$ cat config.mk
export PLATFORM = sky130hd
export DESIGN_NAME = cpu_bus_ctrl
export DESIGN_NICKNAME = d
export VERILOG_FILES = /design/src/core/cpu_bus_pkg.sv /design/src/core/cpu_bus_ctrl.sv
export SDC_FILE = /design/constraint.sdc
export NUM_CORES = 1
export LEC_CHECK = 0
export BUFFER_PORTS_ARGS = -buffer_cell sky130_fd_sc_hd__clkbuf_2
export CORE_MARGIN = 1
export CORE_UTILIZATION = 40
export DETAILED_ROUTE_END_ITERATION = 8
export SLEW_MARGIN = 20
export SYNTH_ARGS = -nofsm -noshare
export SYNTH_HDL_FRONTEND = slang
export SYNTH_SLANG_ARGS = --single-unit
$ cat constraint.sdc
create_clock -name MCLK -period 3.3 [get_ports MCLK]
set_clock_uncertainty 0.05 [all_clocks]
set_input_delay 0 -clock MCLK [delete_from_list [all_inputs] [get_ports MCLK]]
set_output_delay 0 -clock MCLK [all_outputs]
set_load 0.02 [all_outputs]
$ cat src/core/cpu_bus_pkg.sv
// Constants, types and state record of the bus-cycle and reset controller
//
// Overview of operation
// Each state lasts half a CPU clock; a plain bus cycle is four states.
// Two status bits show idle, vector fetch, memory write or memory read.
// Internal cycle floats data, keeps both strobes high, drives dummy address.
// Vector fetch uses the vector strobe in T2-T3 and a dummy address.
// Write drives data T2 through T4, strobe in T3, target address held.
// Read strobes in T2-T3, latches data, target address held.
// Stretch request low at the end of T3 inserts two extension states.
// Extension pairs repeat while the request stays low, resampled in the second.
// Internal register cycles are never stretched.
// Outside logic may steer bus buffers from the status bits.
// Five processing states: reset, execute, exception, bus release, standby.
// System reset low forces the reset state at once, without the clock.
// During reset address, data and strobes float; pull-ups make them high.
// First cycle after two clock falls carries a dummy address; acknowledge next.
// Reset exception loads counter from 000000-000001 and copies pending bank.
// Reset clears the six arithmetic flags and sets both mask bits.
// Reset clears the three page registers; pending bank resets to 01.
// Bank and page registers exist only in extended address models.
// Software initialises registers that reset leaves undefined.
// States run T1, T2, T3, T4; extension states only between T3 and T4.
package cpu_bus_pkg;

	// ----------------------------------------------------------------
	// Reset values and fixed addresses
	// ----------------------------------------------------------------
	localparam logic [7:0] NB_RESET = 8'h01;
	localparam logic [7:0] PAGE_RESET = 8'h00;
	localparam logic [7:0] FLAGS_RESET = 8'hc0;
	localparam logic [23:0] RESET_VECTOR = 24'h000000;
	localparam logic [23:0] DUMMY_ADDR = 24'h000000;
	localparam logic [1:0] FALLS_BEFORE_FIRST = 2'h2;
	localparam int WB_ADR_W = 8;

	// ----------------------------------------------------------------
	// Register offsets (byte addresses) and field positions
	// ----------------------------------------------------------------
	localparam logic [7:0] OFS_MODE = 8'h00;
	localparam logic [7:0] OFS_CMD_ADDR = 8'h04;
	localparam logic [7:0] OFS_CMD_DATA = 8'h08;
	localparam logic [7:0] OFS_CMD = 8'h0c;
	localparam logic [7:0] OFS_STATUS = 8'h10;
	localparam logic [7:0] OFS_FLAGS = 8'h14;
	localparam logic [7:0] OFS_PC = 8'h18;
	localparam logic [7:0] OFS_NB = 8'h1c;
	localparam logic [7:0] OFS_CB = 8'h20;
	localparam logic [7:0] OFS_EP = 8'h24;
	localparam logic [7:0] OFS_XP = 8'h28;
	localparam logic [7:0] OFS_YP = 8'h2c;
	localparam int STAT_PROC_LSB = 0;
	localparam int STAT_BUSY = 3;
	localparam int STAT_PEND = 4;
	localparam int STAT_DATA_LSB = 8;

	// ----------------------------------------------------------------
	// Enumerations
	// ----------------------------------------------------------------
	typedef enum logic [1:0] {
		BS_IDLE = 2'h0, BS_VECTOR = 2'h1, BS_WRITE = 2'h2, BS_READ = 2'h3
	} bus_kind_t;
	typedef enum logic [2:0] {
		PH_T1 = 3'h0, PH_T2 = 3'h1, PH_T3 = 3'h3, PH_TW1 = 3'h7,
		PH_TW2 = 3'h6, PH_T4 = 3'h2, PH_IDLE = 3'h4
	} phase_t;
	typedef enum logic [2:0] {
		PS_RESET = 3'h0, PS_EXCEPTION = 3'h1, PS_EXECUTE = 3'h3,
		PS_RELEASE = 3'h2, PS_HALT = 3'h6, PS_SLEEP = 3'h7
	} proc_t;

	// ----------------------------------------------------------------
	// Whole state of the controller
	// ----------------------------------------------------------------
	typedef struct packed {
		phase_t phase;
		bus_kind_t kind;
		proc_t proc;
		logic [1:0] rstep;
		logic [1:0] falls;
		logic clk_ph;
		logic [7:0] div;
		logic [23:0] addr;
		logic [7:0] wdata;
		logic [7:0] rdata;
		logic [15:0] pc;
		logic [7:0] flags;
		logic [7:0] nb;
		logic [7:0] cb;
		logic [7:0] ep;
		logic [7:0] xp;
		logic [7:0] yp;
		logic [23:0] cmd_addr;
		logic [7:0] cmd_data;
		bus_kind_t cmd_kind;
		logic cmd_pend;
		logic [1:0] mode_req;
		logic wb_ack;
		logic [31:0] wb_dat;
		logic rd_n;
		logic wr_n;
		logic vrd_n;
		logic dat_oe;
		logic bus_oe;
		logic interrupt_acknowledge;
		bus_kind_t status;
	} state_t;

	localparam state_t ST_INIT = '{phase: PH_IDLE, kind: BS_IDLE,
		proc: PS_RESET, cmd_kind: BS_IDLE, status: BS_IDLE,
		flags: FLAGS_RESET, nb: NB_RESET, ep: PAGE_RESET, xp: PAGE_RESET,
		yp: PAGE_RESET, rd_n: 1'b1, wr_n: 1'b1, vrd_n: 1'b1, default: '0};

endpackage

$ cat src/core/cpu_bus_ctrl.sv
// Bus-cycle timing generator and reset sequencer with Wishbone registers
`timescale 1ns/100ps
module cpu_bus_ctrl #(
	parameter int STATE_DIV = 1,
	parameter bit EXT_MODEL = 1'b1
) (
	input wire logic MCLK,
	input wire logic NRST,
	input wire logic SYSTEM_RESET_N,
	input wire logic STRETCH_N,
	input wire logic [7:0] DATA_IN,
	output logic [7:0] DATA_OUT,
	output logic DATA_OE,
	output logic [23:0] ADDR,
	output logic BUS_OE,
	output logic READ_STROBE_N,
	output logic WRITE_STROBE_N,
	output logic VECTOR_READ_STROBE_N,
	output logic BUS_STATUS_BIT_HI,
	output logic BUS_STATUS_BIT_LO,
	output logic INTERRUPT_ACKNOWLEDGE,
	input wire logic WB_CYC_I,
	input wire logic WB_STB_I,
	input wire logic WB_WE_I,
	input wire logic [cpu_bus_pkg::WB_ADR_W-1:0] WB_ADR_I,
	input wire logic [31:0] WB_DAT_I,
	input wire logic [3:0] WB_SEL_I,
	output logic [31:0] WB_DAT_O,
	output logic WB_ACK_O
);

	// ----------------------------------------------------------------
	// Helpers
	// ----------------------------------------------------------------
	// Byte-lane merge of a bus write into an old word
	function automatic logic [31:0] merge(logic [31:0] old,
		logic [31:0] wd, logic [3:0] sel);
		logic [31:0] r;
		r = old;
		for (int i = 0; i < 4; i++) begin
			if (sel[i]) begin
				r[i*8 +: 8] = wd[i*8 +: 8];
			end
		end
		return r;
	endfunction

	// Open a new bus cycle in T1
	function automatic cpu_bus_pkg::state_t start(cpu_bus_pkg::state_t x,
		cpu_bus_pkg::bus_kind_t k, logic [23:0] a, logic [7:0] d);
		cpu_bus_pkg::state_t r;
		r = x;
		r.phase = cpu_bus_pkg::PH_T1;
		r.kind = k;
		r.addr = a;
		r.wdata = d;
		return r;
	endfunction

	cpu_bus_pkg::state_t st_reg;
	cpu_bus_pkg::state_t st_next;
	logic state_en;
	logic wb_req;
	logic wb_wr;
	logic cycle_end;
	logic idle_or_end;
	logic in_strobe;
	logic [31:0] wr_word;
	logic [31:0] rd_word;

	// ----------------------------------------------------------------
	// Next-state logic
	// ----------------------------------------------------------------
	always_comb begin
		st_next = st_reg;
		rd_word = '0;
		wr_word = '0;
		// State divider: one enable per half CPU clock
		state_en = (st_reg.div == 8'(STATE_DIV - 1));
		st_next.div = state_en ? 8'h00 : st_reg.div + 8'h01;
		if (state_en) begin
			st_next.clk_ph = ~st_reg.clk_ph;
		end
		cycle_end = state_en && (st_reg.phase == cpu_bus_pkg::PH_T4);
		idle_or_end = cycle_end ||
			(state_en && (st_reg.phase == cpu_bus_pkg::PH_IDLE));

		// Phase sequencer of the bus cycle
		if (state_en) begin
			case (st_reg.phase)
				cpu_bus_pkg::PH_T1: begin
					st_next.phase = cpu_bus_pkg::PH_T2;
				end
				cpu_bus_pkg::PH_T2: begin
					st_next.phase = cpu_bus_pkg::PH_T3;
				end
				cpu_bus_pkg::PH_T3: begin
					// Stretch sampled at the end of T3, every cycle kind but internal
					if (st_reg.kind != cpu_bus_pkg::BS_IDLE && !STRETCH_N) begin
						st_next.phase = cpu_bus_pkg::PH_TW1;
					end else begin
						st_next.phase = cpu_bus_pkg::PH_T4;
						st_next.rdata = DATA_IN;
					end
				end
				cpu_bus_pkg::PH_TW1: begin
					st_next.phase = cpu_bus_pkg::PH_TW2;
				end
				cpu_bus_pkg::PH_TW2: begin
					// Resample; keep stretching in pairs while low
					if (!STRETCH_N) begin
						st_next.phase = cpu_bus_pkg::PH_TW1;
					end else begin
						st_next.phase = cpu_bus_pkg::PH_T4;
						st_next.rdata = DATA_IN;
					end
				end
				default: begin
					st_next.phase = cpu_bus_pkg::PH_IDLE;
					st_next.kind = cpu_bus_pkg::BS_IDLE;
				end
			endcase
		end

		// Processing state and reset sequence
		case (st_reg.proc)
			cpu_bus_pkg::PS_RESET: begin
				// Count CPU clock falls, then open a dummy cycle
				if (state_en && st_reg.clk_ph) begin
					st_next.falls = st_reg.falls + 2'h1;
				end
				if (idle_or_end && st_reg.falls == cpu_bus_pkg::FALLS_BEFORE_FIRST)
				begin
					st_next = start(st_next, cpu_bus_pkg::BS_IDLE,
						cpu_bus_pkg::DUMMY_ADDR, 8'h00);
					st_next.proc = cpu_bus_pkg::PS_EXCEPTION;
					st_next.rstep = 2'h0;
				end
			end
			cpu_bus_pkg::PS_EXCEPTION: begin
				if (cycle_end) begin
					case (st_reg.rstep)
						2'h0: begin
							st_next = start(st_next, cpu_bus_pkg::BS_READ,
								cpu_bus_pkg::RESET_VECTOR, 8'h00);
							st_next.rstep = 2'h1;
						end
						2'h1: begin
							st_next.pc[7:0] = st_reg.rdata;
							st_next = start(st_next, cpu_bus_pkg::BS_READ,
								cpu_bus_pkg::RESET_VECTOR + 24'h000001, 8'h00);
							st_next.rstep = 2'h2;
						end
						default: begin
							st_next.pc[15:8] = st_reg.rdata;
							if (EXT_MODEL) begin
								st_next.cb = st_reg.nb;
							end
							st_next.proc = cpu_bus_pkg::PS_EXECUTE;
						end
					endcase
				end
			end
			cpu_bus_pkg::PS_EXECUTE: begin
				// Software-issued cycles, or leave for standby/release
				if (idle_or_end && st_reg.cmd_pend) begin
					st_next = start(st_next, st_reg.cmd_kind,
						(st_reg.cmd_kind == cpu_bus_pkg::BS_READ ||
						st_reg.cmd_kind == cpu_bus_pkg::BS_WRITE) ?
						st_reg.cmd_addr : cpu_bus_pkg::DUMMY_ADDR,
						st_reg.cmd_data);
					st_next.cmd_pend = 1'b0;
				end else if (idle_or_end) begin
					case (st_reg.mode_req)
						2'h1: st_next.proc = cpu_bus_pkg::PS_HALT;
						2'h2: st_next.proc = cpu_bus_pkg::PS_SLEEP;
						2'h3: st_next.proc = cpu_bus_pkg::PS_RELEASE;
						default: st_next.proc = cpu_bus_pkg::PS_EXECUTE;
					endcase
				end
			end
			default: begin
				// Halt, sleep and release end when the request is cleared
				if (st_reg.mode_req == 2'h0) begin
					st_next.proc = cpu_bus_pkg::PS_EXECUTE;
				end
			end
		endcase

		// Wishbone slave: one-cycle ack, write takes effect with the ack
		wb_req = WB_CYC_I && WB_STB_I;
		wb_wr = wb_req && WB_WE_I && st_reg.wb_ack;
		st_next.wb_ack = wb_req && !st_reg.wb_ack;
		case (WB_ADR_I)
			cpu_bus_pkg::OFS_MODE: rd_word = {30'h0, st_reg.mode_req};
			cpu_bus_pkg::OFS_CMD_ADDR: rd_word = {8'h00, st_reg.cmd_addr};
			cpu_bus_pkg::OFS_CMD_DATA: rd_word = {24'h0, st_reg.cmd_data};
			cpu_bus_pkg::OFS_CMD: rd_word = {30'h0, st_reg.cmd_kind};
			cpu_bus_pkg::OFS_STATUS: begin
				rd_word[cpu_bus_pkg::STAT_PROC_LSB +: 3] = st_reg.proc;
				rd_word[cpu_bus_pkg::STAT_BUSY] =
					(st_reg.phase != cpu_bus_pkg::PH_IDLE);
				rd_word[cpu_bus_pkg::STAT_PEND] = st_reg.cmd_pend;
				rd_word[cpu_bus_pkg::STAT_DATA_LSB +: 8] = st_reg.rdata;
			end
			cpu_bus_pkg::OFS_FLAGS: rd_word = {24'h0, st_reg.flags};
			cpu_bus_pkg::OFS_PC: rd_word = {16'h0, st_reg.pc};
			cpu_bus_pkg::OFS_NB: rd_word = EXT_MODEL ? {24'h0, st_reg.nb} : '0;
			cpu_bus_pkg::OFS_CB: rd_word = EXT_MODEL ? {24'h0, st_reg.cb} : '0;
			cpu_bus_pkg::OFS_EP: rd_word = EXT_MODEL ? {24'h0, st_reg.ep} : '0;
			cpu_bus_pkg::OFS_XP: rd_word = EXT_MODEL ? {24'h0, st_reg.xp} : '0;
			cpu_bus_pkg::OFS_YP: rd_word = EXT_MODEL ? {24'h0, st_reg.yp} : '0;
			default: rd_word = '0;
		endcase
		if (wb_req && !st_reg.wb_ack) begin
			st_next.wb_dat = rd_word;
		end
		// Writes are held off in reset so reset values stay intact
		if (wb_wr && st_reg.proc != cpu_bus_pkg::PS_RESET) begin
			case (WB_ADR_I)
				cpu_bus_pkg::OFS_MODE: begin
					wr_word = merge({30'h0, st_reg.mode_req}, WB_DAT_I, WB_SEL_I);
					st_next.mode_req = wr_word[1:0];
				end
				cpu_bus_pkg::OFS_CMD_ADDR: begin
					wr_word = merge({8'h00, st_reg.cmd_addr}, WB_DAT_I, WB_SEL_I);
					st_next.cmd_addr = wr_word[23:0];
				end
				cpu_bus_pkg::OFS_CMD_DATA: begin
					wr_word = merge({24'h0, st_reg.cmd_data}, WB_DAT_I, WB_SEL_I);
					st_next.cmd_data = wr_word[7:0];
				end
				cpu_bus_pkg::OFS_CMD: begin
					// Set after the launch clear above, so a new order wins
					if (WB_SEL_I[0]) begin
						st_next.cmd_kind = cpu_bus_pkg::bus_kind_t'(WB_DAT_I[1:0]);
						st_next.cmd_pend = 1'b1;
					end
				end
				cpu_bus_pkg::OFS_FLAGS: begin
					wr_word = merge({24'h0, st_reg.flags}, WB_DAT_I, WB_SEL_I);
					st_next.flags = wr_word[7:0];
				end
				cpu_bus_pkg::OFS_PC: begin
					wr_word = merge({16'h0, st_reg.pc}, WB_DAT_I, WB_SEL_I);
					st_next.pc = wr_word[15:0];
				end
				cpu_bus_pkg::OFS_NB: begin
					wr_word = merge({24'h0, st_reg.nb}, WB_DAT_I, WB_SEL_I);
					st_next.nb = EXT_MODEL ? wr_word[7:0] : st_reg.nb;
				end
				cpu_bus_pkg::OFS_CB: begin
					wr_word = merge({24'h0, st_reg.cb}, WB_DAT_I, WB_SEL_I);
					st_next.cb = EXT_MODEL ? wr_word[7:0] : st_reg.cb;
				end
				cpu_bus_pkg::OFS_EP: begin
					wr_word = merge({24'h0, st_reg.ep}, WB_DAT_I, WB_SEL_I);
					st_next.ep = EXT_MODEL ? wr_word[7:0] : st_reg.ep;
				end
				cpu_bus_pkg::OFS_XP: begin
					wr_word = merge({24'h0, st_reg.xp}, WB_DAT_I, WB_SEL_I);
					st_next.xp = EXT_MODEL ? wr_word[7:0] : st_reg.xp;
				end
				cpu_bus_pkg::OFS_YP: begin
					wr_word = merge({24'h0, st_reg.yp}, WB_DAT_I, WB_SEL_I);
					st_next.yp = EXT_MODEL ? wr_word[7:0] : st_reg.yp;
				end
				default: wr_word = '0;
			endcase
		end

		// Pin levels decoded from the coming phase, so pins are registered
		in_strobe = (st_next.phase == cpu_bus_pkg::PH_T2) ||
			(st_next.phase == cpu_bus_pkg::PH_T3) ||
			(st_next.phase == cpu_bus_pkg::PH_TW1) ||
			(st_next.phase == cpu_bus_pkg::PH_TW2);
		st_next.status = (st_next.phase == cpu_bus_pkg::PH_IDLE) ?
			cpu_bus_pkg::BS_IDLE : st_next.kind;
		st_next.rd_n = !(in_strobe &&
			st_next.kind == cpu_bus_pkg::BS_READ);
		st_next.vrd_n = !(in_strobe &&
			st_next.kind == cpu_bus_pkg::BS_VECTOR);
		st_next.wr_n = !(in_strobe && st_next.phase != cpu_bus_pkg::PH_T2 &&
			st_next.kind == cpu_bus_pkg::BS_WRITE);
		st_next.dat_oe = st_next.kind == cpu_bus_pkg::BS_WRITE &&
			(in_strobe || st_next.phase == cpu_bus_pkg::PH_T4);
		st_next.bus_oe = (st_next.phase != cpu_bus_pkg::PH_IDLE) ||
			(st_next.proc != cpu_bus_pkg::PS_RESET &&
			st_next.proc != cpu_bus_pkg::PS_RELEASE);
		st_next.interrupt_acknowledge = st_next.proc == cpu_bus_pkg::PS_EXCEPTION &&
			st_next.rstep == 2'h1 &&
			st_next.phase != cpu_bus_pkg::PH_IDLE;
	end

	// ----------------------------------------------------------------
	// State register; system reset acts at once, bus reset on the clock
	// ----------------------------------------------------------------
	always_ff @(posedge MCLK or negedge SYSTEM_RESET_N) begin
		if (!SYSTEM_RESET_N) begin
			st_reg <= cpu_bus_pkg::ST_INIT;
		end else if (!NRST) begin
			st_reg <= cpu_bus_pkg::ST_INIT;
		end else begin
			st_reg <= st_next;
		end
	end

	// Ports straight from the state register
	assign DATA_OUT = st_reg.wdata;
	assign DATA_OE = st_reg.dat_oe;
	assign ADDR = st_reg.addr;
	assign BUS_OE = st_reg.bus_oe;
	assign READ_STROBE_N = st_reg.rd_n;
	assign WRITE_STROBE_N = st_reg.wr_n;
	assign VECTOR_READ_STROBE_N = st_reg.vrd_n;
	assign BUS_STATUS_BIT_HI = st_reg.status[1];
	assign BUS_STATUS_BIT_LO = st_reg.status[0];
	assign INTERRUPT_ACKNOWLEDGE = st_reg.interrupt_acknowledge;
	assign WB_DAT_O = st_reg.wb_dat;
	assign WB_ACK_O = st_reg.wb_ack;

	// ----------------------------------------------------------------
	// Assertions
	// ----------------------------------------------------------------
	property p_order;
		@(posedge MCLK) disable iff (!NRST || !SYSTEM_RESET_N)
		(st_reg.phase == cpu_bus_pkg::PH_T1 && state_en) |=>
		(st_reg.phase == cpu_bus_pkg::PH_T2) ##1
		(st_reg.phase == cpu_bus_pkg::PH_T2 || st_reg.phase == cpu_bus_pkg::PH_T3);
	endproperty
	a_order: assert property (p_order)
		else $error("T1 not followed by T2");

	property p_no_stretch;
		@(posedge MCLK) disable iff (!NRST || !SYSTEM_RESET_N)
		(st_reg.phase == cpu_bus_pkg::PH_T3 && state_en && STRETCH_N) |=>
		st_reg.phase == cpu_bus_pkg::PH_T4;
	endproperty
	a_no_stretch: assert property (p_no_stretch) else $error("T4 missed");

	property p_stretch;
		@(posedge MCLK) disable iff (!NRST || !SYSTEM_RESET_N)
		(st_reg.phase == cpu_bus_pkg::PH_T3 && state_en && !STRETCH_N &&
		st_reg.kind != cpu_bus_pkg::BS_IDLE) |=>
		st_reg.phase == cpu_bus_pkg::PH_TW1;
	endproperty
	a_stretch: assert property (p_stretch) else $error("No extension");

	property p_resample;
		@(posedge MCLK) disable iff (!NRST || !SYSTEM_RESET_N)
		(st_reg.phase == cpu_bus_pkg::PH_TW2 && state_en) |=>
		((st_reg.phase == cpu_bus_pkg::PH_T4) == $past(STRETCH_N));
	endproperty
	a_resample: assert property (p_resample) else $error("Bad resample");

	property p_internal;
		@(posedge MCLK) disable iff (!NRST || !SYSTEM_RESET_N)
		(st_reg.phase != cpu_bus_pkg::PH_IDLE &&
		st_reg.kind == cpu_bus_pkg::BS_IDLE) |->
		(READ_STROBE_N && WRITE_STROBE_N && !DATA_OE &&
		st_reg.phase != cpu_bus_pkg::PH_TW1 && ADDR == cpu_bus_pkg::DUMMY_ADDR);
	endproperty
	a_internal: assert property (p_internal)
		else $error("Internal cycle");

	property p_vector;
		@(posedge MCLK) disable iff (!NRST || !SYSTEM_RESET_N)
		!VECTOR_READ_STROBE_N |-> (READ_STROBE_N && !BUS_STATUS_BIT_HI &&
		BUS_STATUS_BIT_LO && ADDR == cpu_bus_pkg::DUMMY_ADDR);
	endproperty
	a_vector: assert property (p_vector) else $error("Vector strobe");

	property p_write;
		@(posedge MCLK) disable iff (!NRST || !SYSTEM_RESET_N)
		$fell(WRITE_STROBE_N) |-> DATA_OE && BUS_STATUS_BIT_HI &&
		!BUS_STATUS_BIT_LO && $past(st_reg.phase) == cpu_bus_pkg::PH_T2;
	endproperty
	a_write: assert property (p_write) else $error("Write strobe timing");

	property p_read;
		@(posedge MCLK) disable iff (!NRST || !SYSTEM_RESET_N)
		(st_reg.phase == cpu_bus_pkg::PH_T2 &&
		st_reg.kind == cpu_bus_pkg::BS_READ) |->
		!READ_STROBE_N && BUS_STATUS_BIT_HI && BUS_STATUS_BIT_LO && !DATA_OE;
	endproperty
	a_read: assert property (p_read) else $error("Read strobe missing");

	property p_reset_float;
		@(posedge MCLK) disable iff (!NRST)
		!SYSTEM_RESET_N |-> !BUS_OE && !DATA_OE && st_reg.flags ==
		cpu_bus_pkg::FLAGS_RESET && st_reg.ep == cpu_bus_pkg::PAGE_RESET;
	endproperty
	a_reset_float: assert property (p_reset_float)
		else $error("Reset");

	property p_first;
		@(posedge MCLK) disable iff (!NRST || !SYSTEM_RESET_N)
		$changed(st_reg.proc) && st_reg.proc == cpu_bus_pkg::PS_EXCEPTION |->
		st_reg.phase == cpu_bus_pkg::PH_T1 && !INTERRUPT_ACKNOWLEDGE &&
		ADDR == cpu_bus_pkg::DUMMY_ADDR ##4 INTERRUPT_ACKNOWLEDGE;
	endproperty
	a_first: assert property (p_first) else $error("First cycle");

	property p_bank;
		@(posedge MCLK) disable iff (!NRST || !SYSTEM_RESET_N)
		(st_reg.proc == cpu_bus_pkg::PS_EXCEPTION && cycle_end &&
		st_reg.rstep == 2'h2) |=> st_reg.proc == cpu_bus_pkg::PS_EXECUTE &&
		st_reg.pc[15:8] == $past(st_reg.rdata) &&
		(!EXT_MODEL || st_reg.cb == $past(st_reg.nb));
	endproperty
	a_bank: assert property (p_bank) else $error("Reset vector load");

endmodule

==> summary by stage, run 1 <==
Yosys
Of all cell types, the one taking the most synthesized area is sky130_fd_sc_hd__dfrtp_1. The number of flip-flops and latches in the synthesized netlist is about 200. The area of the mapped netlist is 0.0103 sq mm. The most used standard cell by instance count after synthesis is sky130_fd_sc_hd__dfrtp_1.

The unique cell type count in the Yosys netlist is 76. Of the total synthesized cell area, the portion taken by AND, OR, NAND and NOR gates is 0.153. The share of the yosys chip area belonging to registers is 0.476. Counting every instance in the synthesized netlist gives about 1000. The most instantiated flip-flop cell in the synthesis netlist is sky130_fd_sc_hd__dfrtp_1.

Of the total synthesized cell area, the portion taken by full adders, half adders and majority gates is 0.00975. Of all flip-flops after synthesis, the portion carrying an async set or reset was 1.00. The Yosys step of the flow raised 0 warnings. The main combinational cell family by area after synthesis is compound AO/OA/AOI/OAI gates.

Of the total synthesized cell area, the portion taken by XOR and XNOR cells is 0.00854. The per-instance average area after synthesis is 10.0 sq um. The fraction of the mapped netlist area in compound gates is 0.169. Counting instances in the post-synthesis netlist gives the leading cell types as 188 x sky130_fd_sc_hd__dfrtp_1, 96 x sky130_fd_sc_hd__nand2_1, 96 x sky130_fd_sc_hd__nor2_1. The synthesized design contains 0 enable-type register cells.

Of the post-synthesis cell area, the dominant cell type holds 0.458. After synthesis, the cell types taking the most area are sky130_fd_sc_hd__dfrtp_1 46%, sky130_fd_sc_hd__mux2i_1 7.9%, sky130_fd_sc_hd__buf_4 4.7%. The multiplexer area fraction after synthesis is 0.102.

Setup path
STA classifies the critical path startpoint as a register. The startpoint identified for the worst register-to-register timing path is st_reg[182]$_DFF_PN0_. The endpoint type of the worst setup path is a register. The setup path with the least slack is of type register to register. In this run the worst path has a maximum fanout of 31. The critical path starts at st_reg[182]$_DFF_PN0_. STA puts the critical path data arrival time at 3200 ps. The setup slack of the worst register-to-register path is a little under 400 ps. The worst path required time is approximately 3600 ps. The critical path endpoint is DATA_OUT[4]$_DFFE_PN0P_. Counting cells, the worst reg-to-reg path comes to 8.

The capture instance of the worst register-to-register path is DATA_OUT[4]$_DFFE_PN0P_.

Power
Power spread over the standard cell area amounts to between 400 and 500 mW/mm^2. IR analysis of the VDD net gives a maximum drop of 0.374 mV. The leakage dissipation is 5.50 nW.

CTS
The clock passes through at most 2 buffers. Clock tree synthesis selected as its root buffer the cell sky130_fd_sc_hd__clkbuf_16. The clock transition at the register clock pins on the worst setup and hold paths after CTS is roughly 90 ps. TritonCTS created 17 clock buffers.

The sink count of the clock tree is between 150 and 200. The clock tree synthesis step divided the H-tree into 4 levels. The insertion delay to the later sink of the worst-skew pair is roughly 450 ps. Gates resized during post-CTS repair numbered 0. The CTS tree is yes.

STA
The max-slew violation count came to 0. Setup repair after global routing left no endpoint under its margin. Setup violations remaining at the end of the flow were counted as 0. In this run the tightest slew margin relative to its limit is 0.344. The final hold violation count was 1. The worst-case hold slack is -23.8 ps.

The post-route fraction of the period consumed by the critical path is 0.882. The slew of the pin with the lowest slew margin is between 900 and 1000 ps. The setup total negative slack is 0 ps. Static timing analysis puts the maximum clock frequency at between 0.3 and 0.4 GHz. Counting I/O delays and the setup requirement, the final critical path takes 2910 ps.

Die
For this configuration, the core starts out at a cell density of 0.407. The die width is 162 um. The die outline height is 162 um. The floorplan has 58 rows. Pin placement for this block handled roughly 130 I/O pins. After floorplanning, the core was sized to cover roughly 0.025 sq mm. The die footprint is about 0.026 sq mm.

Finish
From synthesis to final layout, the design area changed by 14.8%. The final net count is 1172. The number of non-filler instances in the completed layout is ~1400. The finished cells cover between 0.01 and 0.015 sq mm. The fraction of layout cells with a size suffix above 1 is 0.218. The number of antenna cells inserted is 0.

The total of fill cells in the finished design is around 2300. The number of flip-flops under the largest register name is 130.

Global route
The first-pass GRT wire length is around 47 mm. The number of global-route vias before repair came to about 7800. The initial antenna violation count is 0. The overall fraction of global-route tracks in use is 0.235. The total congestion overflow after global routing is 0.

Entering global routing, the biggest net connects ~120 pins.

Outcome
The run finished, with violations left. The final reports fail on negative hold slack.

Drt
The first-pass iteration count of the detailed router is 5. In the routed design, unresolved DRC markers number 0. After detailed routing, the average wire length per cell comes to 21.2 um. In the routed layout, each cell is associated on average with a via count of around 5.7. The total number of vias is 8211.

The number of nets with antenna violations after routing is 0. After the first detailed-routing iteration, the DRC count stood at slightly below 900. The final wirelength is 30.6 mm.

Placement
Routability-driven placement finished with a final weighted congestion of between 0.9 and 1. The HPWL after detailed placement is between 20 and 25 mm. Including well taps, the total number of placed cells is between 1000 and 1500.

The instance area after placement is between 0.01 and 0.015 sq mm. The number of buffer cells added on primary ports is between 100 and 150.

Run
The tool flagged a number of max-cap violations equal to 0.

Worst hold path
The worst min-delay path category is primary input to register. The worst hold path begins at WB_CYC_I.
==> final cells by class <==
cell class,instances,area [sq um],area share
Clock inverter,15,196,0.0167
Tap cell,330,413,0.0351
Multi-Input combinational cell,690,4590,0.390
Inverter,17,63.8,0.00542
Sequential cell,195,4890,0.415
Timing Repair Buffer,184,1200,0.102
Clock buffer,17,425,0.0361
==> cell usage in the layout (no fill, tap or decap), drive strengths merged, types with 21 or more instances in the layout <==
master       netlist  routed
dfrtp            188     188
clkbuf            57     131
nand2             96      96
nor2              96      96
mux2i             81      81
a21oi             56      56
a22o              49      49
o21ai             48      48
buf               74      36
dlygate4sd3        0      34
nand3             26      26
inv               17      24
a22oi             23      23
nor3              21      21
==> worst max-delay path, stage by stage (launching register included) <==
cell,delay (ps)
sky130_fd_sc_hd__dfrtp_1,430
sky130_fd_sc_hd__inv_1,70
sky130_fd_sc_hd__ha_1,160
sky130_fd_sc_hd__or4b_1,600
sky130_fd_sc_hd__or4_4,610
sky130_fd_sc_hd__a2bb2oi_4,230
sky130_fd_sc_hd__a21oi_2,70
sky130_fd_sc_hd__buf_4,260
sky130_fd_sc_hd__a22o_1,290
==> repair_timing <==
action	4_1_cts	5_1_grt
endpoints found under the hold margin	153	0
hold buffers	34	0
buffers inserted	0	0
==> cells by family (layout without fill, tap and decap cells) <==
family	count (synthesis)	in the layout
and+or+nand+nor	317	317
xor gates and xnor gates	10	10
other	1	8
buffers and inverters	148	233
DFF	195	195
AOI/OAI and AO/OA	246	246
adders and majority gates	8	8
muxes	101	101
==> per-stage QoR <==
step                setup WS, ps  utilization  total power [mW]
floorplan                    737            -              2.67
global placement             461        0.429              2.84
detailed placement           420        0.429              2.84
CTS                          388        0.468              5.01
global route                 268        0.468              5.13
finish                       388        0.468              4.97
==> per-layer routing <==
layer,vias up,wire [um],GRT usage
met2,317,13900,0.356
met4,0,590,0.0755
li1,3791,-,-
met1,4066,14400,0.346
met3,37,1680,0.0306
met5,-,0,0
==> report_power, final <==
group	leakage [nW]	switching, mW	internal [mW]
Clock	0.299	1.10	1.04
Combinational	2.51	0.272	0.137
Sequential	2.70	0.0139	2.40
Total	5.50	1.39	3.58
==> worst min path at each step <==
stage	end	slack [ps]	cells after the start
2_1_floorplan	ADDR[0]$_DFFE_PN0P_	-350	0
3_3_place_gp	ADDR[18]$_DFFE_PN0P_	170	1
3_5_place_dp	ADDR[18]$_DFFE_PN0P_	170	1
4_1_cts	WB_ACK_O$_DFF_PN0_	3	3
5_1_grt	WB_ACK_O$_DFF_PN0_	20	3
6_report	WB_ACK_O$_DFF_PN0_	-20	3
Note: power is estimated with default switching activity, not from simulation.
==> run 2, diff against run 1 <==
--- a/config.mk
+++ b/config.mk
@@ -5,6 +5,7 @@
 export SDC_FILE = /design/constraint.sdc
 export NUM_CORES = 1
 export LEC_CHECK = 0
+export ABC_AREA = 1
 export BUFFER_PORTS_ARGS = -buffer_cell sky130_fd_sc_hd__clkbuf_2
 export CORE_MARGIN = 1
 export CORE_UTILIZATION = 40
==> run 2 against run 1 <==
Net effect: the flow now finishes without violations; synthesized area rose by 0.28%; wire length shrank 5.1%; combinational power is 53% higher; final cell count increased by 14%; non-clock buffer count fell by 32; clock-buffer cell count increased by 3; worst setup slack improved by 490 ps; clock power hardly changed; global-route usage down 0.91 points; final area down 1.9%; utilization shrank 0.88 points; total power is 6.0% higher; critical endpoint is now DATA_OE$_DFF_PN0_.
==> summary by stage, run 2 <==
Drt
The first detailed-routing pass took 5 iterations. The detailed-route vias per instance is between 5 and 6. The final wirelength is 29.1 mm. After detailed routing, the average wire length per cell comes to 17.5 um.

The total number of vias is 8566. The DRC marker count from the first detailed-route iteration is about 680. The DRC violations left is 0. The number of nets with antenna violations after routing is 0.

Yosys
The most used standard cell by instance count after synthesis is sky130_fd_sc_hd__nand2_1. In the synthesized netlist the async set-or-reset flop fraction comes to 1.00. Counting flops with a built-in enable in the synthesized netlist gives 0. The synthesized design spends more area on one cell type than any other, namely sky130_fd_sc_hd__dfrtp_1.

Ranked by total cell area, the synthesized netlist is headed by sky130_fd_sc_hd__dfrtp_1 46%, sky130_fd_sc_hd__nand2_1 8.9%, sky130_fd_sc_hd__o21ai_0 6.9%. The area of the mapped netlist is about 0.010 sq mm. The share of synthesized area in the top cell type comes to 0.457. The unique cell type count in the Yosys netlist is between 50 and 60. In the synthesized netlist, the number of instances is approximately 1200. Synthesis inferred between 150 and 200 register bits. For this run, the number of Yosys warnings is 0. The most instantiated flip-flop cell in the synthesis netlist is sky130_fd_sc_hd__dfrtp_1. The per-instance average area after synthesis is 8.32 sq um. Of the synthesized area, sequential elements account for 0.475.

Sorting the synthesized cells by how often they occur yields 243 x sky130_fd_sc_hd__nand2_1, 188 x sky130_fd_sc_hd__dfrtp_1, 142 x sky130_fd_sc_hd__o21ai_0.

Setup path
STA classifies the critical path endpoint as a register. The critical-path cell with the highest stage delay is sky130_fd_sc_hd__nand2_2. STA puts the critical path data required time at ~3600 ps. On the worst path, the slowest cell contributes a delay of 520 ps. Along the worst path, the maximum fanout reaches 35.

The worst setup path is launched from a register. The number of cells on the worst reg-to-reg path is 11. The critical path crosses 11 cells after its start point. The critical path goes through inv_1 > ha_1 > or2_2 > nand3_1 > nand2_1 > nand2_1 > inv_1 > nand2_2 > nand3_1 > o21ai_1 > nor2_1. For the worst setup path, the data arrival time is 2700 ps. The total buffers and inverters traversed by the critical path is 2.

The critical path's top delay family is simple AND/OR/NAND/NOR gates. The setup path with the least slack is of type register to register.

Die
Row generation in the floorplan step produced 58 rows. The floorplan step set the die width to roughly 160 um. Measured along the y axis, the die boundary spans ~160 um. The die footprint is about 0.026 sq mm. The starting utilization of the core area is 0.409. The I/O pin total is 132. The region available for standard cell placement spans around 0.025 sq mm.

STA
For the pin with the worst max-slew slack, the measured transition is roughly 850 ps. The max-slew violation count was 0. The worst path needs about 2400 ps of the cycle, external delays included. The final hold violation count is 0. The post-route fraction of the period consumed by the critical path is 0.735.

Headroom to the max-slew limit came out at 0.436. Setup repair after global routing left no endpoint under its margin. The number of endpoints failing setup at the final stage is 0.

Timing would allow up to 0.412 GHz. In the final timing run, aggregate negative setup slack is 0 ps.

Finish
After the last flow step, the layout net total stands at between 1000 and 1500. Fill cells in the final layout number between 2000 and 2500. The number of antenna cells inserted is 0. The post-route cell area is ~0.012 sq mm. In the layout the commonest cells are 243 x sky130_fd_sc_hd__nand2_1, 188 x sky130_fd_sc_hd__dfrtp_1, 142 x sky130_fd_sc_hd__o21ai_0. Leaving out fill and tap cells, the most frequent cell in the layout is sky130_fd_sc_hd__nand2_1. Summing all flip-flop and latch instances after layout gives 0.00489 sq mm.

The fraction of layout cells with a size suffix above 1 is 0.182. The multi-input logic area is 0.00413 sq mm. At the end of the flow the core is filled with cells to 0.459. The register with the most flip-flops in the layout has 130 of them. The area growth from synthesis to final layout is 12.3%.

Placement
The number of buffer cells added on primary ports is between 100 and 150. Detailed placement finished with a half-perimeter wire length of about 21 mm. The last weighted congestion value of the routability-driven placer is 0.927. Summing all placed instances gives a cell area of about 0.011 sq mm.

CTS
Counting along the longest clock path gives a buffer depth of 2. The CTS tree is yes. CTS saw 195 sinks. The buffer count from post-CTS setup fixing is 0. The buffer cell driving the clock tree root is sky130_fd_sc_hd__clkbuf_16. Clock latency on the worst-skew pair, taken at its later pin, is about 430 ps. The H-tree generated during clock tree synthesis spans 4 levels. Gates resized during post-CTS repair numbered 0. After clock tree synthesis, the clock-pin slew on the worst setup and hold paths is approximately 80 ps. TritonCTS created 17 clock buffers.

Global route
Across every metal layer, demand over resource in global routing totals 0.226. The first global-routing pass estimated between 40 and 50 mm of wire. The total congestion overflow after global routing is 0. The initial antenna violation count is 0. The number of global-route vias before repair is 8209. Entering global routing, the biggest net connects 102 pins.

Power
The maximum resistive drop on vdd is around 0.33 mV. The total power density per cell area is between 400 and 500 mW/mm^2. The leakage dissipation is 5.55 nW.

Worst hold path
The tightest min-delay check is of the primary input to register type. The instance count along the most critical hold path is 5.

Run
Max-cap violations in this run came to 0.

Outcome
The run finished with clean final reports.
## run 2: cell types whose count changed after synthesis, sizes merged, moves of 12 or more
| cell | delta |
|---|---|
| nand2 | +161 |
| mux2 | -19 |
| and3 | -12 |
| o21ai | +152 |
| inv | +135 |
| buf | +23 |
| a22oi | -12 |
| mux2i | -81 |
| o22ai | +14 |
| a22o | -49 |
| nor2 | +14 |
| clkbuf | -53 |
| nand3 | +71 |
## run 2: worst min-delay path, delay by kind of cell
kind | cells | cell delay, ps
AND/OR/NAND/NOR | 2 | 100
buffers and inverters | 2 | 200
AO/OA/AOI/OAI | 1 | 160
## run 2: logic make-up after synthesis
logic type | Yosys count | share of synthesized area
AND/OR/NAND/NOR | 489 | 0.229
AO/OA/AOI/OAI | 288 | 0.159
buffers and inverters | 254 | 0.126
flip-flops | 195 | 0.475
adder cells (fa/ha/maj) | 8 | 0.00973
XOR/XNOR | 2 | 0.00170
other | 1 | 0.000364
## run 2: cell type report
cell class,count,share of cell area
inverter,153,0.0501
sequential,195,0.423
clock inverter,12,0.0134
multi-input combinational,795,0.358
timing repair buffer,152,0.0813
clock buffer,20,0.0387
tap,330,0.0357
## run 2: where the power goes
part | switching (mW) | internal (mW)
combinational | 0.467 | 0.160
clock | 0.964 | 1.22
sequential | 0.0288 | 2.43
## run 2: routing by layer
metal | wire length (um) | share of wire | global-route usage
met5 | 0 | 0 | 0
met4 | 641 | 0.022 | 0.0738
met3 | 1560 | 0.054 | 0.0354
met2 | 13600 | 0.47 | 0.362
met1 | 13300 | 0.46 | 0.312
## run 2: timing repair
action                                  4_1_cts  5_1_grt
endpoints found under the setup margin        0        0
hold buffers                                 30        0
hold endpoints to repair                    129        0
## run 2: stage by stage
step,power [mW],worst slack [ps],hold slack [ps],instances
after CTS,5.29,880,3.47,1657
after global placement,3.10,895,117,1595
after floorplan,2.92,1550,-346,1244
after detailed placement,3.10,888,116,1595
after global routing,5.45,659,42.7,1657
final,5.27,874,14.6,1657
## run 2: final timing paths
check / end / start / slack [ps]
max reg2reg: DATA_OE$_DFF_PN0_ / st_reg[194]$_DFF_PN0_ / 870
max: DATA_OE$_DFF_PN0_ / st_reg[194]$_DFF_PN0_ / 870
max in group asynchronous: st_reg[124]$_DFFE_PN1P_ / SYSTEM_RESET_N / 2070
min in group asynchronous: ADDR[16]$_DFFE_PN0P_ / SYSTEM_RESET_N / 190
min: st_reg[106]$_DFFE_PN0P_ / WB_DAT_I[4] / 10
min reg2reg: st_reg[182]$_DFF_PN0_ / st_reg[182]$_DFF_PN0_ / 420
==> run 3, diff against run 2 <==
--- a/config.mk
+++ b/config.mk
@@ -5,7 +5,7 @@
 export SDC_FILE = /design/constraint.sdc
 export NUM_CORES = 1
 export LEC_CHECK = 0
-export ABC_AREA = 1
+export ABC_AREA = 0
 export BUFFER_PORTS_ARGS = -buffer_cell sky130_fd_sc_hd__clkbuf_2
 export CORE_MARGIN = 1
 export CORE_UTILIZATION = 40
==> constraint.sdc (replaced) <==
create_clock -name MCLK -period 2.1 [get_ports MCLK]
set_clock_uncertainty 0.05 [all_clocks]
set_input_delay 0 -clock MCLK [delete_from_list [all_inputs] [get_ports MCLK]]
set_output_delay 0 -clock MCLK [all_outputs]
set_load 0.02 [all_outputs]
==> run 3 against run 2 <==
Net effect: the run now ends with negative hold slack, negative setup slack left; worst setup slack lost 1200 ps; die area fell by 0.28%; total power grew 51%; non-clock buffer count up 121; global-route usage up 1.7 points; flip-flop and latch count is the same; final area rose by 12%; critical path depth down 3; worst hold slack lost 29 ps; first-iteration DRC count is 20% higher; via count grew 0.43%; utilization is 5.5 points higher; largest cell class is now multi-input gates.
==> summary by stage, run 3 (synthesis results as in run 1) <==
Drt
For this block, the via count after detailed routing is roughly 8600. Wire segments on met2 add up to around 15 mm in the final route. The final wirelength is between 30 and 40 mm.

The average wire per cell in the routed design is roughly 20 um. Before antenna repair, the detailed router went through 9 iterations. The detailed-route vias per instance is about 5.6. The wire length on met1 is approximately 15 mm. The DRC marker count from the first detailed-route iteration is 810. The top routing layer in use is met4. The count of nets left with antenna violations once routing finished came out at 0. Wire segments on met3 add up to between 2 and 2.5 mm in the final route. In the routed design, unresolved DRC markers number 0.

Run
Max-cap violations in this run came to 0.

Global route
For this run the aggregate overflow at the end of global routing stands at 0. The initial antenna violation count is 0. The number of global-route vias before repair came to between 8000 and 9000. The overall fraction of global-route tracks in use is 0.243. Entering global routing, the biggest net connects 52 pins.

The first global-routing pass estimated around 50 mm of wire.

STA
For the finished layout, the period the worst path requires is between 2000 and 2500 ps. Final hold analysis gives a worst-case slack of -14.3 ps. Setup violations remaining at the end of the flow were counted as between 70 and 80. Static timing analysis puts the maximum clock frequency at a little over 0.4 GHz.

Setup repair after global routing could not meet its margin everywhere. In the finished design, the share of the clock period the worst path needs comes to 1.17. The final worst setup slack is -364 ps. The relative slew slack is 0.508. The max-slew violation count is 0. The final hold violation count is 2. At the pin with the least slew margin, the transition time is approximately 730 ps.

CTS
The H-tree generated during clock tree synthesis spans 4 levels. In this run the clock root is driven by a sky130_fd_sc_hd__clkbuf_16. The clock transition at the register clock pins on the worst setup and hold paths after CTS is around 90 ps. No sink is reached through more buffers than the 2 on the longest clock path. The clock net in this run drives a total of around 200 sinks. TritonCTS built the clock tree. At the later pin of the worst-skew pair, clock insertion delay measures 440 ps. TritonCTS created 17 clock buffers.

Power
The switching share of power is 0.279. The post-route total power is around 8 mW. Across the VDD grid, the largest voltage drop is ~0.58 mV. Of the total power, registers draw 0.476. The total power density per cell area is 616 mW/mm^2. The cell internal power dissipation is approximately 5.7 mW.

The power share of the clock group is 0.423. Of the total power, combinational logic draws 0.101. The leakage dissipation is around 6.1 nW.

The reported net switching power is 2.22 mW.

Finish
The core utilization of the finished layout is 0.513. The fraction of layout cells with a size suffix above 1 is 0.303. The number of flip-flops under the largest register name is 130.

The area growth from synthesis to final layout is 26.0%. After the last flow step, the layout net total stands at ~1300. Registers take 0.00489 sq mm. Leaving out fill and tap cells, the most frequent cell in the layout is sky130_fd_sc_hd__dfrtp_1.

Fill cells in the final layout number 2258. The number of antenna cells inserted is 0. The number of non-filler instances in the completed layout is around 1500. The multi-input logic area is around 0.005 sq mm. The top cell types in the final layout, fill and taps aside, are 188 x sky130_fd_sc_hd__dfrtp_1, 113 x sky130_fd_sc_hd__clkbuf_2, 105 x sky130_fd_sc_hd__buf_4.

Die
From left edge to right edge, the die measures 162 um. Measured along the y axis, the die boundary spans roughly 160 um. The die footprint is 0.0263 sq mm. The I/O pin total is between 100 and 150.

The area of the core is ~0.025 sq mm. The starting utilization of the core area is 0.407. The placement row count is slightly below 60.

Placement
Once placement completed, the tool counted placed cells totaling roughly 1500. Input and output buffers added on the ports amount to 114. OpenSTA, run right after detailed placement, puts the worst setup slack at -402 ps. After legalization and detailed placement, the total HPWL measured 22.9 mm.

The last weighted congestion value of the routability-driven placer is 0.935.

Setup path
The endpoint type of the worst setup path is a register. The critical path is of the register to register type. The data arrival at the endpoint of the critical path is approximately 2800 ps. The worst path required time is ~2400 ps. The startpoint type of the worst setup path is a register. The maximum net fanout on the critical path is 4.

Outcome
The run finished, with violations left. The final reports fail on negative hold slack, negative setup slack.

Worst hold path
The worst min-delay path category is primary input to register.
[run 3: what timing repair did]
action | in CTS | in global routing
hold endpoints to repair | 235 | 0
resized for setup | 26 | 30
pin swaps | 9 | 6
gates cloned | 3 | 0
hold buffers | 35 | 0
buffers inserted | 5 | 7
setup endpoints to repair | 88 | 102
[run 3: power groups by stage]
| stage | logic [mW] | registers (mW) | clock network (mW) |
|---|---|---|---|
| final | 0.808 | 3.79 | 3.37 |
| after global routing | 0.868 | 3.79 | 3.58 |
| after CTS | 0.774 | 3.79 | 3.43 |
| after detailed placement | 0.680 | 3.86 | 0 |
| after global placement | 0.679 | 3.86 | 0 |
| after floorplan | 0.344 | 3.86 | 0 |
[run 3: worst max-delay path, stage by stage, from the launching register on]
cell	delay (ps)
sky130_fd_sc_hd__dfrtp_1	400
sky130_fd_sc_hd__inv_1	60
sky130_fd_sc_hd__ha_2	160
sky130_fd_sc_hd__or4b_4	490
sky130_fd_sc_hd__or4_4	460
sky130_fd_sc_hd__buf_4	160
sky130_fd_sc_hd__a21oi_2	100
sky130_fd_sc_hd__a21bo_4	240
sky130_fd_sc_hd__nor4_2	250
[run 3: layout make-up]
class | count | share of cell area
multi-input cells | 693 | 0.379
flip-flops and latches | 195 | 0.378
repair buffers | 273 | 0.158
clock buffers | 17 | 0.0329
well taps | 330 | 0.0319
clock inverters | 15 | 0.0152
inverters | 17 | 0.00494
[run 3: path summary, 6_finish.rpt]
kind | from | endpoint | slack, ps | depth (start not counted)
hold reg to reg | WB_DAT_O[5]$_DFFE_PN0P_ | WB_DAT_O[5]$_DFFE_PN0P_ | 430 | 2
setup / recovery | st_reg[182]$_DFF_PN0_ | INTERRUPT_ACKNOWLEDGE$_DFF_PN0_ | -360 | 8
min in group asynchronous | SYSTEM_RESET_N | WB_DAT_O[15]$_DFFE_PN0P_ | 20 | 2
max in group asynchronous | SYSTEM_RESET_N | st_reg[110]$_DFFE_PN1P_ | 1260 | 3
setup reg to reg | st_reg[182]$_DFF_PN0_ | INTERRUPT_ACKNOWLEDGE$_DFF_PN0_ | -360 | 8
hold / removal | WB_SEL_I[2] | st_reg[72]$_DFFE_PN0P_ | -10 | 4
[run 3: per-stage QoR]
step | area (sq um) | TNS (ps)
after floorplan | 10300 | -17370
after global placement | 11600 | -17120
after detailed placement | 11600 | -20060
after CTS | 12800 | -17610
after global routing | 12900 | -24390
final | 12900 | -17260
[run 3: layer usage]
layer  vias up  track usage
met1      4261        0.346
li1       3983            -
met2       325        0.383
met5         -            0
met3        34       0.0426
met4         0       0.0570
